$ cat src/vec_int_pkg.sv
package vec_int_pkg;

    // Wishbone byte addresses
    localparam logic [7:0] ADDR_FLAG    = 8'h00;
    localparam logic [7:0] ADDR_MASK    = 8'h04;
    localparam logic [7:0] ADDR_CONTROL = 8'h08;
    localparam logic [7:0] ADDR_STATE   = 8'h0c;
    localparam logic [7:0] ADDR_SH_ACC  = 8'h10;
    localparam logic [7:0] ADDR_SH_STAT = 8'h14;
    localparam logic [7:0] ADDR_SH_PTR  = 8'h18;

    // Source bit positions in flag and mask registers
    localparam int SRC_TICK = 0;
    localparam int SRC_PIN  = 1;
    localparam int SRC_EXT  = 2;
    localparam int SRC_CONV = 3;
    localparam int SRC_TM1  = 4;
    localparam int SRC_TM2  = 5;
    localparam int SRC_CMP  = 6;
    localparam int SRC_LVD  = 7;

    // Option control register fields
    localparam int CTL_EDGE   = 0;
    localparam int CTL_FILTER = 1;
    localparam int CTL_LXT    = 2;
    localparam int CTL_RUN    = 3;

    // State register fields
    localparam int ST_GE      = 0;
    localparam int ST_SERVICE = 1;
    localparam int ST_ASLEEP  = 2;

    // Reset values
    localparam logic [7:0] FLAG_RESET    = 8'h00;
    localparam logic [7:0] MASK_RESET    = 8'h00;
    localparam logic [7:0] CONTROL_RESET = 8'h02;

    // Vector addresses
    localparam logic [9:0] VEC_EXT  = 10'h003;
    localparam logic [9:0] VEC_PIN  = 10'h006;
    localparam logic [9:0] VEC_TICK = 10'h009;
    localparam logic [9:0] VEC_CONV = 10'h00c;
    localparam logic [9:0] VEC_CMP  = 10'h00f;
    localparam logic [9:0] VEC_TM1  = 10'h012;
    localparam logic [9:0] VEC_TM2  = 10'h015;
    localparam logic [9:0] VEC_LVD  = 10'h018;

    typedef struct packed {
        logic       boundary;
        logic       enable_interrupts_instruction;
        logic       disable_interrupts_instruction;
        logic       return_from_interrupt_instruction;
        logic       sleep;
        logic [7:0] acc;
        logic [7:0] status;
        logic [7:0] pointer;
    } core_cmd_type;

    typedef struct packed {
        logic       take;
        logic       wake;
        logic       restore;
        logic [9:0] vector;
        logic [7:0] acc;
        logic [7:0] status;
        logic [7:0] pointer;
    } core_rsp_type;

    typedef enum logic [2:0] {
        SEQ_RUN     = 3'b001,
        SEQ_SERVICE = 3'b010,
        SEQ_ASLEEP  = 3'b100
    } seq_state_type;

endpackage

$ cat src/vectored_interrupt_unit.sv
// Local design decisions: the address map and the Wishbone interface to the registers.
`timescale 1ns/100ps
// Operation
// - Seven source kinds: tick, pin change, external, conversion, timers, comparator, low voltage.
// - Enabled external interrupt vectors next fetch to 003H.
// - Pin change vectors to 006H with global enable, else only wakes.
// - Wake with global enable clear resumes at the next instruction.
// - Tick counter, timer one, timer two vector to 009, 012, 015.
// - Conversion complete vectors to 00CH.
// - Comparator change vectors to 00FH.
// - Low-voltage detect vectors to 018H.
// - Fixed priority: low voltage, external, pin change, tick, conversion, comparator, timers.
// - Any port pin changing state raises the pin change event.
// - Pin change enabled before sleep wakes the core.
// - Optional noise filter on external pin, bypassed in low crystal mode.
// - Edge-select bit picks the external pin's active edge.
// - Each source has a mask bit; masked-in flags set regardless of global enable.
// - Flag register reads as flags AND mask.
// - Enable instruction sets global enable, disable instruction clears it.
// - Return instruction ends service and sets global enable.
// - Entry saves accumulator, status word and pointer into shadows.
// - A later entry overwrites the single shadow level.
// - Return restores accumulator, status word and pointer from shadows.
// - Conversion done clears the run bit and sets the conversion flag.
module vectored_interrupt_unit (
    // Clock, reset, enable
    input  wire logic                     REF_CLK_I,
    input  wire logic                     RST_N_I,
    input  wire logic                     CE_I,
    // Wishbone slave
    input  wire logic                     WB_CYC_I,
    input  wire logic                     WB_STB_I,
    input  wire logic                     WB_WE_I,
    input  wire logic [7:0]               WB_ADR_I,
    input  wire logic [3:0]               WB_SEL_I,
    input  wire logic [31:0]              WB_DAT_I,
    output logic      [31:0]              WB_DAT_O,
    output logic                          WB_ACK_O,
    // Interrupt sources
    input  wire logic                     TICK_OVF_I,
    input  wire logic [7:0]               PORT_PIN_I,
    input  wire logic                     EXT_PIN_I,
    input  wire logic                     CONV_DONE_I,
    input  wire logic                     TM1_MATCH_I,
    input  wire logic                     TM2_MATCH_I,
    input  wire logic                     CMP_OUT_I,
    input  wire logic                     LVD_I,
    // Converter control
    output logic                          CONV_RUN_O,
    // Core sequencing
    input  wire vec_int_pkg::core_cmd_type CORE_CMD_I,
    output vec_int_pkg::core_rsp_type      CORE_RSP_O,
    output logic                          SLEEPING_O
);

    // Synchronisers
    logic [7:0] pin_meta;
    logic [7:0] pin_sync;
    logic [7:0] pin_ref;
    logic       ext_meta;
    logic       ext_sync;
    logic       ext_hold;
    logic       ext_clean;
    logic       ext_prev;
    logic       cmp_prev;

    // Registers
    logic [7:0] flags;
    logic [7:0] mask;
    logic [7:0] control;
    logic       global_en;
    logic [7:0] shadow_acc;
    logic [7:0] shadow_stat;
    logic [7:0] shadow_ptr;
    logic       ack;
    logic [31:0] rd_data;

    vec_int_pkg::seq_state_type state;
    vec_int_pkg::seq_state_type next_state;
    vec_int_pkg::core_rsp_type  rsp;

    // Decode and event nets
    logic       bus_req;
    logic       wr_now;
    logic       wr_flag;
    logic       wr_mask;
    logic       wr_ctl;
    logic [7:0] flag_view;
    logic [7:0] state_view;
    logic       filter_on;
    logic       ext_level;
    logic       ext_rise;
    logic       ext_fall;
    logic       ext_edge;
    logic       pin_change;
    logic       cmp_change;
    logic [7:0] events;
    logic [7:0] set_bits;
    logic [7:0] keep_bits;
    logic [7:0] next_flags;
    logic [7:0] pending;
    logic       irq;
    logic       asleep;
    logic       ge_open;
    logic       wake_now;
    logic       take_now;
    logic       restore_now;

    // Priority encoder to vector address
    function automatic logic [9:0] pick_vector(input logic [7:0] pend);
        logic [9:0] v;
        v = vec_int_pkg::VEC_TM2;
        if (pend[vec_int_pkg::SRC_LVD]) begin
            v = vec_int_pkg::VEC_LVD;
        end else if (pend[vec_int_pkg::SRC_EXT]) begin
            v = vec_int_pkg::VEC_EXT;
        end else if (pend[vec_int_pkg::SRC_PIN]) begin
            v = vec_int_pkg::VEC_PIN;
        end else if (pend[vec_int_pkg::SRC_TICK]) begin
            v = vec_int_pkg::VEC_TICK;
        end else if (pend[vec_int_pkg::SRC_CONV]) begin
            v = vec_int_pkg::VEC_CONV;
        end else if (pend[vec_int_pkg::SRC_CMP]) begin
            v = vec_int_pkg::VEC_CMP;
        end else if (pend[vec_int_pkg::SRC_TM1]) begin
            v = vec_int_pkg::VEC_TM1;
        end
        return v;
    endfunction

    // Zero-extend a register byte onto the bus
    function automatic logic [31:0] widen(input logic [7:0] b);
        return {24'h000000, b};
    endfunction

    // Bus decode
    assign bus_req    = WB_CYC_I & WB_STB_I;
    assign wr_now     = bus_req & WB_WE_I & ack & WB_SEL_I[0];
    assign wr_flag    = wr_now & (WB_ADR_I == vec_int_pkg::ADDR_FLAG);
    assign wr_mask    = wr_now & (WB_ADR_I == vec_int_pkg::ADDR_MASK);
    assign wr_ctl     = wr_now & (WB_ADR_I == vec_int_pkg::ADDR_CONTROL);
    assign flag_view  = flags & mask;
    assign state_view = {5'h00,
                         state == vec_int_pkg::SEQ_ASLEEP,
                         state == vec_int_pkg::SEQ_SERVICE,
                         global_en};

    always_comb begin
        case (WB_ADR_I)
            vec_int_pkg::ADDR_FLAG:    rd_data = widen(flag_view);
            vec_int_pkg::ADDR_MASK:    rd_data = widen(mask);
            vec_int_pkg::ADDR_CONTROL: rd_data = widen(control);
            vec_int_pkg::ADDR_STATE:   rd_data = widen(state_view);
            vec_int_pkg::ADDR_SH_ACC:  rd_data = widen(shadow_acc);
            vec_int_pkg::ADDR_SH_STAT: rd_data = widen(shadow_stat);
            vec_int_pkg::ADDR_SH_PTR:  rd_data = widen(shadow_ptr);
            default:                   rd_data = 32'h00000000;
        endcase
    end

    // Event detection
    assign filter_on  = control[vec_int_pkg::CTL_FILTER] & ~control[vec_int_pkg::CTL_LXT];
    assign ext_level  = filter_on ? ext_clean : ext_sync;
    assign ext_rise   = ext_level & ~ext_prev;
    assign ext_fall   = ~ext_level & ext_prev;
    assign ext_edge   = control[vec_int_pkg::CTL_EDGE] ? ext_rise : ext_fall;
    assign pin_change = |(pin_sync ^ pin_ref);
    assign cmp_change = CMP_OUT_I ^ cmp_prev;

    assign events     = {LVD_I, cmp_change, TM2_MATCH_I, TM1_MATCH_I,
                         CONV_DONE_I, ext_edge, pin_change, TICK_OVF_I};
    assign set_bits   = events & mask;
    assign keep_bits  = wr_flag ? WB_DAT_I[7:0] : 8'hff;
    assign next_flags = (flags & keep_bits) | set_bits;
    assign pending    = flags & mask;
    assign irq        = |pending;

    // Sequencer
    assign asleep      = state == vec_int_pkg::SEQ_ASLEEP;
    assign ge_open     = global_en & ~CORE_CMD_I.disable_interrupts_instruction & ~CORE_CMD_I.return_from_interrupt_instruction;
    assign wake_now    = asleep & irq;
    assign take_now    = irq & ge_open & (asleep | CORE_CMD_I.boundary);
    assign restore_now = ~asleep & CORE_CMD_I.return_from_interrupt_instruction;

    always_comb begin
        case (state)
            vec_int_pkg::SEQ_RUN: begin
                if (take_now) begin
                    next_state = vec_int_pkg::SEQ_SERVICE;
                end else if (CORE_CMD_I.sleep) begin
                    next_state = vec_int_pkg::SEQ_ASLEEP;
                end else begin
                    next_state = vec_int_pkg::SEQ_RUN;
                end
            end
            vec_int_pkg::SEQ_SERVICE: begin
                if (take_now) begin
                    next_state = vec_int_pkg::SEQ_SERVICE;
                end else if (CORE_CMD_I.return_from_interrupt_instruction) begin
                    next_state = vec_int_pkg::SEQ_RUN;
                end else if (CORE_CMD_I.sleep) begin
                    next_state = vec_int_pkg::SEQ_ASLEEP;
                end else begin
                    next_state = vec_int_pkg::SEQ_SERVICE;
                end
            end
            vec_int_pkg::SEQ_ASLEEP: begin
                if (take_now) begin
                    next_state = vec_int_pkg::SEQ_SERVICE;
                end else if (wake_now) begin
                    next_state = vec_int_pkg::SEQ_RUN;
                end else begin
                    next_state = vec_int_pkg::SEQ_ASLEEP;
                end
            end
            default: next_state = vec_int_pkg::SEQ_RUN;
        endcase
    end

    // Pin synchronisers and edge history
    always_ff @(posedge REF_CLK_I) begin
        if (!RST_N_I) begin
            pin_meta  <= 8'h00;
            pin_sync  <= 8'h00;
            pin_ref   <= 8'h00;
            ext_meta  <= 1'b0;
            ext_sync  <= 1'b0;
            ext_hold  <= 1'b0;
            ext_clean <= 1'b0;
            ext_prev  <= 1'b0;
            cmp_prev  <= 1'b0;
        end else if (CE_I) begin
            pin_meta  <= PORT_PIN_I;
            pin_sync  <= pin_meta;
            pin_ref   <= pin_sync;
            ext_meta  <= EXT_PIN_I;
            ext_sync  <= ext_meta;
            ext_hold  <= ext_sync;
            if (ext_sync == ext_hold) begin
                ext_clean <= ext_hold;
            end
            ext_prev  <= ext_level;
            cmp_prev  <= CMP_OUT_I;
        end
    end

    // Wishbone handshake and read data
    always_ff @(posedge REF_CLK_I) begin
        if (!RST_N_I) begin
            ack      <= 1'b0;
            WB_DAT_O <= 32'h00000000;
        end else if (CE_I) begin
            ack      <= bus_req & ~ack;
            WB_DAT_O <= rd_data;
        end
    end

    assign WB_ACK_O = ack;

    // Flags, mask and control
    always_ff @(posedge REF_CLK_I) begin
        if (!RST_N_I) begin
            flags   <= vec_int_pkg::FLAG_RESET;
            mask    <= vec_int_pkg::MASK_RESET;
            control <= vec_int_pkg::CONTROL_RESET;
        end else if (CE_I) begin
            flags <= next_flags;
            if (wr_mask) begin
                mask <= WB_DAT_I[7:0];
            end
            if (wr_ctl) begin
                control[2:0] <= WB_DAT_I[2:0];
                control[7:4] <= 4'h0;
            end
            if (CONV_DONE_I) begin
                control[vec_int_pkg::CTL_RUN] <= 1'b0;
            end else if (wr_ctl & WB_DAT_I[vec_int_pkg::CTL_RUN]) begin
                control[vec_int_pkg::CTL_RUN] <= 1'b1;
            end
        end
    end

    assign CONV_RUN_O = control[vec_int_pkg::CTL_RUN];

    // Sequencer state
    always_ff @(posedge REF_CLK_I) begin
        if (!RST_N_I) begin
            state <= vec_int_pkg::SEQ_RUN;
        end else if (CE_I) begin
            state <= next_state;
        end
    end

    // Global enable
    always_ff @(posedge REF_CLK_I) begin
        if (!RST_N_I) begin
            global_en <= 1'b0;
        end else if (CE_I) begin
            if (take_now) begin
                global_en <= 1'b0;
            end else if (CORE_CMD_I.enable_interrupts_instruction | restore_now) begin
                global_en <= 1'b1;
            end else if (CORE_CMD_I.disable_interrupts_instruction) begin
                global_en <= 1'b0;
            end
        end
    end

    // Single level of shadow copies
    always_ff @(posedge REF_CLK_I) begin
        if (!RST_N_I) begin
            shadow_acc  <= 8'h00;
            shadow_stat <= 8'h00;
            shadow_ptr  <= 8'h00;
        end else if (CE_I & take_now) begin
            shadow_acc  <= CORE_CMD_I.acc;
            shadow_stat <= CORE_CMD_I.status;
            shadow_ptr  <= CORE_CMD_I.pointer;
        end
    end

    // Core response
    always_ff @(posedge REF_CLK_I) begin
        if (!RST_N_I) begin
            rsp <= '0;
        end else if (CE_I) begin
            rsp.take    <= take_now;
            rsp.wake    <= wake_now;
            rsp.restore <= restore_now;
            if (take_now) begin
                rsp.vector <= pick_vector(pending);
            end
            if (restore_now) begin
                rsp.acc     <= shadow_acc;
                rsp.status  <= shadow_stat;
                rsp.pointer <= shadow_ptr;
            end
        end
    end

    assign CORE_RSP_O = rsp;
    assign SLEEPING_O = asleep;

endmodule

$ cat config.mk
export PLATFORM = sky130hd
export DESIGN_NAME = vectored_interrupt_unit
export DESIGN_NICKNAME = d
export VERILOG_FILES = /design/src/vec_int_pkg.sv /design/src/vectored_interrupt_unit.sv
export SDC_FILE = /design/constraint.sdc
export NUM_CORES = 1
export LEC_CHECK = 0
export BUFFER_PORTS_ARGS = -buffer_cell sky130_fd_sc_hd__buf_2
export CORE_ASPECT_RATIO = 0.75
export CORE_MARGIN = 4
export CORE_UTILIZATION = 46
export DETAILED_ROUTE_END_ITERATION = 7
export PLACE_DENSITY = 0.82
export SYNTH_ARGS = -nofsm -noshare
export SYNTH_HDL_FRONTEND = slang
export SYNTH_SLANG_ARGS = --single-unit
$ cat constraint.sdc
create_clock -name REF_CLK_I -period 1.8 [get_ports REF_CLK_I]
set_clock_uncertainty 0.05 [all_clocks]
set_input_delay 0.18 -clock REF_CLK_I [delete_from_list [all_inputs] [get_ports REF_CLK_I]]
set_output_delay 0.18 -clock REF_CLK_I [all_outputs]
set_load 0.02 [all_outputs]
# ---- Yosys cells after proc, flatten, opt, wreduce, memory -nomap -nowiden
# Index checks and enable logic that the tools add are counted.
# W data, S select, Z words.
dict set report classes {
  bitwise_logic 34
  muxes 24
  n_eq_ne 10
  n_reduce_logical 12
}
# op count
set op_table {}
lappend op_table {{$pmux W8 S7} 1}
lappend op_table {{$mux W5} 6}
lappend op_table {{$and A8 B8 Y8} 3}
lappend op_table {{$eq A8 B5 Y1 const B} 3}
lappend op_table {{$mux W3} 8}
lappend op_table {{$and A1 B1 Y1} 19}
lappend op_table {{$eq A8 B4 Y1 const B} 2}
lappend op_table {{$reduce_or A8 Y1} 2}
lappend op_table {{$reduce_and A2 Y1} 7}
lappend op_table {{$pmux W3 S3} 1}
lappend op_table {{$eq A8 B3 Y1 const B} 1}
lappend op_table {{$logic_not A8 Y1} 1}
lappend op_table {{$mux W8} 1}
lappend op_table {{$or A8 B8 Y8} 1}
lappend op_table {{$xor A8 B8 Y8} 1}
lappend op_table {{$mux W1} 7}
lappend op_table {{$not A1 Y1} 7}
lappend op_table {{$eq A3 B1 Y1 const B} 1}
lappend op_table {{$eq A3 B2 Y1 const B} 1}
lappend op_table {{$eq A3 B3 Y1 const B} 1}
lappend op_table {{$reduce_bool A3 Y1} 1}
lappend op_table {{$or A1 B1 Y1} 2}
lappend op_table {{$reduce_bool A2 Y1} 1}
lappend op_table {{$eq A1 B1 Y1} 1}
lappend op_table {{$xor A1 B1 Y1} 1}
dict set report word_totals {
  word_cells 107
  output_inout_bits 72
  ff_bits 148
  inputBits 94
}

# ---- Logic depth before layout (Yosys ltp)
dict set report depth {
  ltp_word 8
  depth_mapped 10
  ltp_nobuf 7
}

# ---- Worst setup path before layout
# Ideal clock, no wire load.
dict set report synth_path {
  path_kind {flip-flop to flip-flop}
  start {register state[2]}
  end {register shadow_ptr[1]}
  setup_ns 0.128
  n_path_buf 3
  t_arrival_ns 1.765
  period_less_slack_ns 1.943
  path_stages_with_launch 11
  setup_slack_ns -0.143
  required_time_ns 1.622
  path_cell_list {dfxtp_1 clkbuf_2 nand2b_1 nand2b_2 inv_1 o211a_1 and3_1 buf_6 buf_6 mux2i_1 nor2_1}
}
dict set report synth_via {
  elab_chain_len 4
}
# item line_no
set synth_rtl {}
lappend synth_rtl {{start, declared} vectored_interrupt_unit.sv:78} ;# vec_int_pkg::seq_state_type state;
lappend synth_rtl {{start signal, assigned} vectored_interrupt_unit.sv:288} ;# state <= vec_int_pkg::SEQ_RUN;
lappend synth_rtl {{start signal, assigned} vectored_interrupt_unit.sv:290} ;# state <= next_state;
lappend synth_rtl {{$eq A3 B3 Y1} vectored_interrupt_unit.sv:179} ;# assign asleep = state == vec_int_pkg::SEQ_ASLEEP;
lappend synth_rtl {{via SLEEPING_O} vectored_interrupt_unit.sv:53} ;# output logic SLEEPING_O
lappend synth_rtl {{$or A1 B1 Y1} vectored_interrupt_unit.sv:182} ;# assign take_now = irq & ge_open & (asleep | CORE_CMD_I.boundary);
lappend synth_rtl {{$and A1 B1 Y1} vectored_interrupt_unit.sv:182}
lappend synth_rtl {{$and A1 B1 Y1} vectored_interrupt_unit.sv:315} ;# end else if (CE_I & take_now) begin
lappend synth_rtl {{end signal, assigned} vectored_interrupt_unit.sv:318} ;# shadow_ptr <= CORE_CMD_I.pointer;
lappend synth_rtl {{end, declared} vectored_interrupt_unit.sv:74} ;# logic [7:0] shadow_ptr;
# The timed path passes the listed nets, and every way through them passes these cells.
# A chain may end at the register's enable or synchronous reset.

# ---- Worst setup path after layout
dict set report layout_path {
  start {register flags[3]}
  end {register rsp (netlist bit CORE_RSP_O[26])}
}
dict set report layout_via {
  elab_chain_len 6
  elab_cells_between_ends 10
  classes_between {mux (5); bitwise (3); reduce/logical (2)}
}
# item line_no
set layout_rtl {}
lappend layout_rtl {{start, declared} vectored_interrupt_unit.sv:68} ;# logic [7:0] flags;
lappend layout_rtl {{start signal, assigned} vectored_interrupt_unit.sv:263} ;# flags <= vec_int_pkg::FLAG_RESET;
lappend layout_rtl {{start signal, assigned} vectored_interrupt_unit.sv:267} ;# flags <= next_flags;
lappend layout_rtl {{$and A8 B8 Y8 *} vectored_interrupt_unit.sv:175} ;# assign pending = flags & mask;
lappend layout_rtl {{$mux W5} vectored_interrupt_unit.sv:121} ;# end else if (pend[vec_int_pkg::SRC_CONV]) begin
lappend layout_rtl {{$mux W5} vectored_interrupt_unit.sv:119} ;# end else if (pend[vec_int_pkg::SRC_TICK]) begin
lappend layout_rtl {{$mux W5} vectored_interrupt_unit.sv:117} ;# end else if (pend[vec_int_pkg::SRC_PIN]) begin
lappend layout_rtl {{$mux W5} vectored_interrupt_unit.sv:115} ;# end else if (pend[vec_int_pkg::SRC_EXT]) begin
lappend layout_rtl {{$mux W5} vectored_interrupt_unit.sv:113} ;# if (pend[vec_int_pkg::SRC_LVD]) begin
lappend layout_rtl {{end, declared} vectored_interrupt_unit.sv:80} ;# vec_int_pkg::core_rsp_type rsp;
# Every way passes the cells marked *; elsewhere a longest branch is shown, timed or not.

==> metrics.txt <==
gate count after technology mapping=592; Peak Freq=around 0.54 GHz; post-route non-filler standard cell count=919; top cell family by delay on the critical path=simple AND/OR/NAND/NOR gates; Clock transition at path regs=60 ps; Placement Cell Area=between 5000 and 6000 um^2; sort of element at the end of the critical path=flip-flop; sequential fraction of the synthesis area=45.6%; pwr/cell area=about 1000 nW/um^2; clock tree from TritonCTS=built; count of warnings emitted by yosys=0; series of cell instances along the critical path=a222oi_1, nand4_1, and3_4, buf_12, nand2b_1, a21oi_1; net count of the finished layout=860; number of nets still failing antenna checks after routing=0; height of the die=around 100 um; final period utilization=103%; Total Wirelength=15.4 mm; kind of launch point of the worst setup path=flip-flop; Post-synth ARST share=0%; Rel. slew slack=57.4%; CP Data Arrival Time=2140 ps; starting density of the core=47.4%; DIE WIDTH=131 um; first-pass detailed-route iteration total=5; Post-synth top flop=dfxtp_1; final core area utilization=65.6%; root cell of the clock tree=clkbuf_16; static leakage=3.17 nW; most frequent cells in the layout=117 x dfxtp_1, 109 x buf_2, 82 x nand2_1; setup repair after global routing missed its margin=yes; most common library cell in the layout ignoring fill and taps=dfxtp_1; setup slack of the critical path after layout=-53.0 ps; post-layout total power=7.12 mW; antenna cell count=0; Floorplan Core Area=11000 um^2; total half-perimeter wirelength after legalization and detailed placement=roughly 10 mm; total negative slack for setup checks=-433 ps; Residual DRC=0; number of clock buffers inserted by TritonCTS=17; ratio of cells with drive above 1 in the final layout=25.5%; total number of H-tree levels=4; number of global-route vias before repair=~4700; DR iter-0 viols=429; Distinct cells, synth=55; clock period minus final worst setup slack=1850 ps; worst slack at placement=-184 ps; largest buffer count on any clock path=2; post-route worst hold slack=between 20 and 30 ps; Row Count=33; Layout Area Growth over Synthesis=38.4%; initial antenna violation count=0; pin count of the biggest net entering global routing=roughly 110; max-capacitance violation count=0; detailed-route wire length per cell=around 17 um; endpoints failing setup=18; vias per std cell=5.39; global-route congestion overflow total=0; number of hold-slack violations in the final timing report=0; post-synthesis register bit count=119; cell area after layout=7230 um^2; maximum resistive drop on vdd=about 0.0010 V; final max-slew violation count=0; failing checks=setup timing; WP buf/inv=1; delay contributed by the slowest stage of the critical path=370 ps; critical path class=reg -> reg; Clk Latency, worst-skew pair=410 ps; average cell area after synthesis=8.83 um^2; wire length of the first global-routing pass=23.6 mm; transition at the pin with the smallest max-transition slack=about 640 ps; floorplan die area=roughly 13000 um^2; run status=finished, violations left; total via count after detailed routing=4955; Filler Cells Inserted=825; post-synthesis instance area=5230 um^2; worst hold path type=in -> reg; IO Pins=166; placed cell count=840; all-layer global routing usage=22.9%; Critical Path Slowest Stage Cell=a222oi_1; RePlAce Congestion=0.934; clock sink total=119; critical path peak fanout=22; Port Buffer Count=109; data required time at the worst endpoint=2080 ps; Post-synth EDFFs=0
[per-layer routing]
metal | global-route usage, % | part of all wire [%] | vias to the layer above
met4 | 6.48 | 1.9 | 0
met3 | 7.07 | 8.9 | 31
met5 | 0 | 0 | -
li1 | - | - | 2354
met2 | 35.8 | 47 | 253
met1 | 30.5 | 42 | 2317
[report_power, final]
group	internal [mW]	switching [mW]	total [mW]
logic	0.231	0.312	0.543
registers	2.67	0.0234	2.69
clock network	2.64	1.24	3.89
total	5.54	1.58	7.12
[sequential cells by signal (all words and copies together), names as in the netlist, 3 cells and up]
name         count
CORE_RSP_O      32
WB_DAT_O         8
control          4
flags            8
mask             8
pin_meta         8
pin_ref          8
pin_sync         8
shadow_acc       8
shadow_ptr       8
shadow_stat      8
state            3
[cells in the mapped netlist, types with 8 or more instances]
cell,count,area share [%]
a21oi_1,50,4.8
buf_4,29,4.2
clkbuf_1,24,1.7
dfxtp_1,119,46
mux2i_1,64,12
nand2_1,83,6.0
nand3_1,13,1.2
nor2_1,78,5.6
o211ai_1,8,1.1
o21ai_0,15,1.4
xnor2_1,8,1.3
[area by class of cell]
cell class / count / area (um^2) / area share [%]
multi-input cells: 431 / 2640 / 36.5
flip-flops and latches: 119 / 2380 / 33.0
repair buffers: 190 / 1320 / 18.3
clock buffers: 18 / 439 / 6.07
clock inverters: 14 / 245 / 3.39
well taps: 140 / 175 / 2.42
inverters: 7 / 28.8 / 0.398
[cells by family after synthesis]
family	Yosys count	synth area share, %
AND/OR/NAND/NOR	210	17.8
flip-flops	119	45.6
AO/OA/AOI/OAI	116	14.2
buffers and inverters	70	7.71
multiplexers	66	12.9
XOR/XNOR	10	1.68
other	1	0.0718
[tightest hold or removal path: stages]
cell and delay [ps]:
buf_2 90, mux2i_1 60, nor2_1 120
[final timing paths]
| kind | start | to | slack (ps) | cells after the start |
|---|---|---|---|---|
| setup reg to reg | flags[3] | CORE_RSP_O[26] | -50 | 6 |
| hold reg to reg | WB_DAT_O[4] | WB_DAT_O[4] | 390 | 2 |
| setup / recovery | flags[3] | CORE_RSP_O[26] | -50 | 6 |
| hold / removal | CORE_CMD_I[6] | shadow_ptr[6] | 30 | 3 |
[timing repair]
| item | 4_1_cts | 5_1_grt |
|---|---|---|
| buffers inserted | 1 | 0 |
| endpoints found under the hold margin | 48 | 1 |
| hold buffers | 46 | 1 |
| gates resized for setup | 1 | 13 |
| pin swaps | 2 | 7 |
| endpoints found under the setup margin | 2 | 33 |
Note: power is estimated with default switching activity, not from simulation.
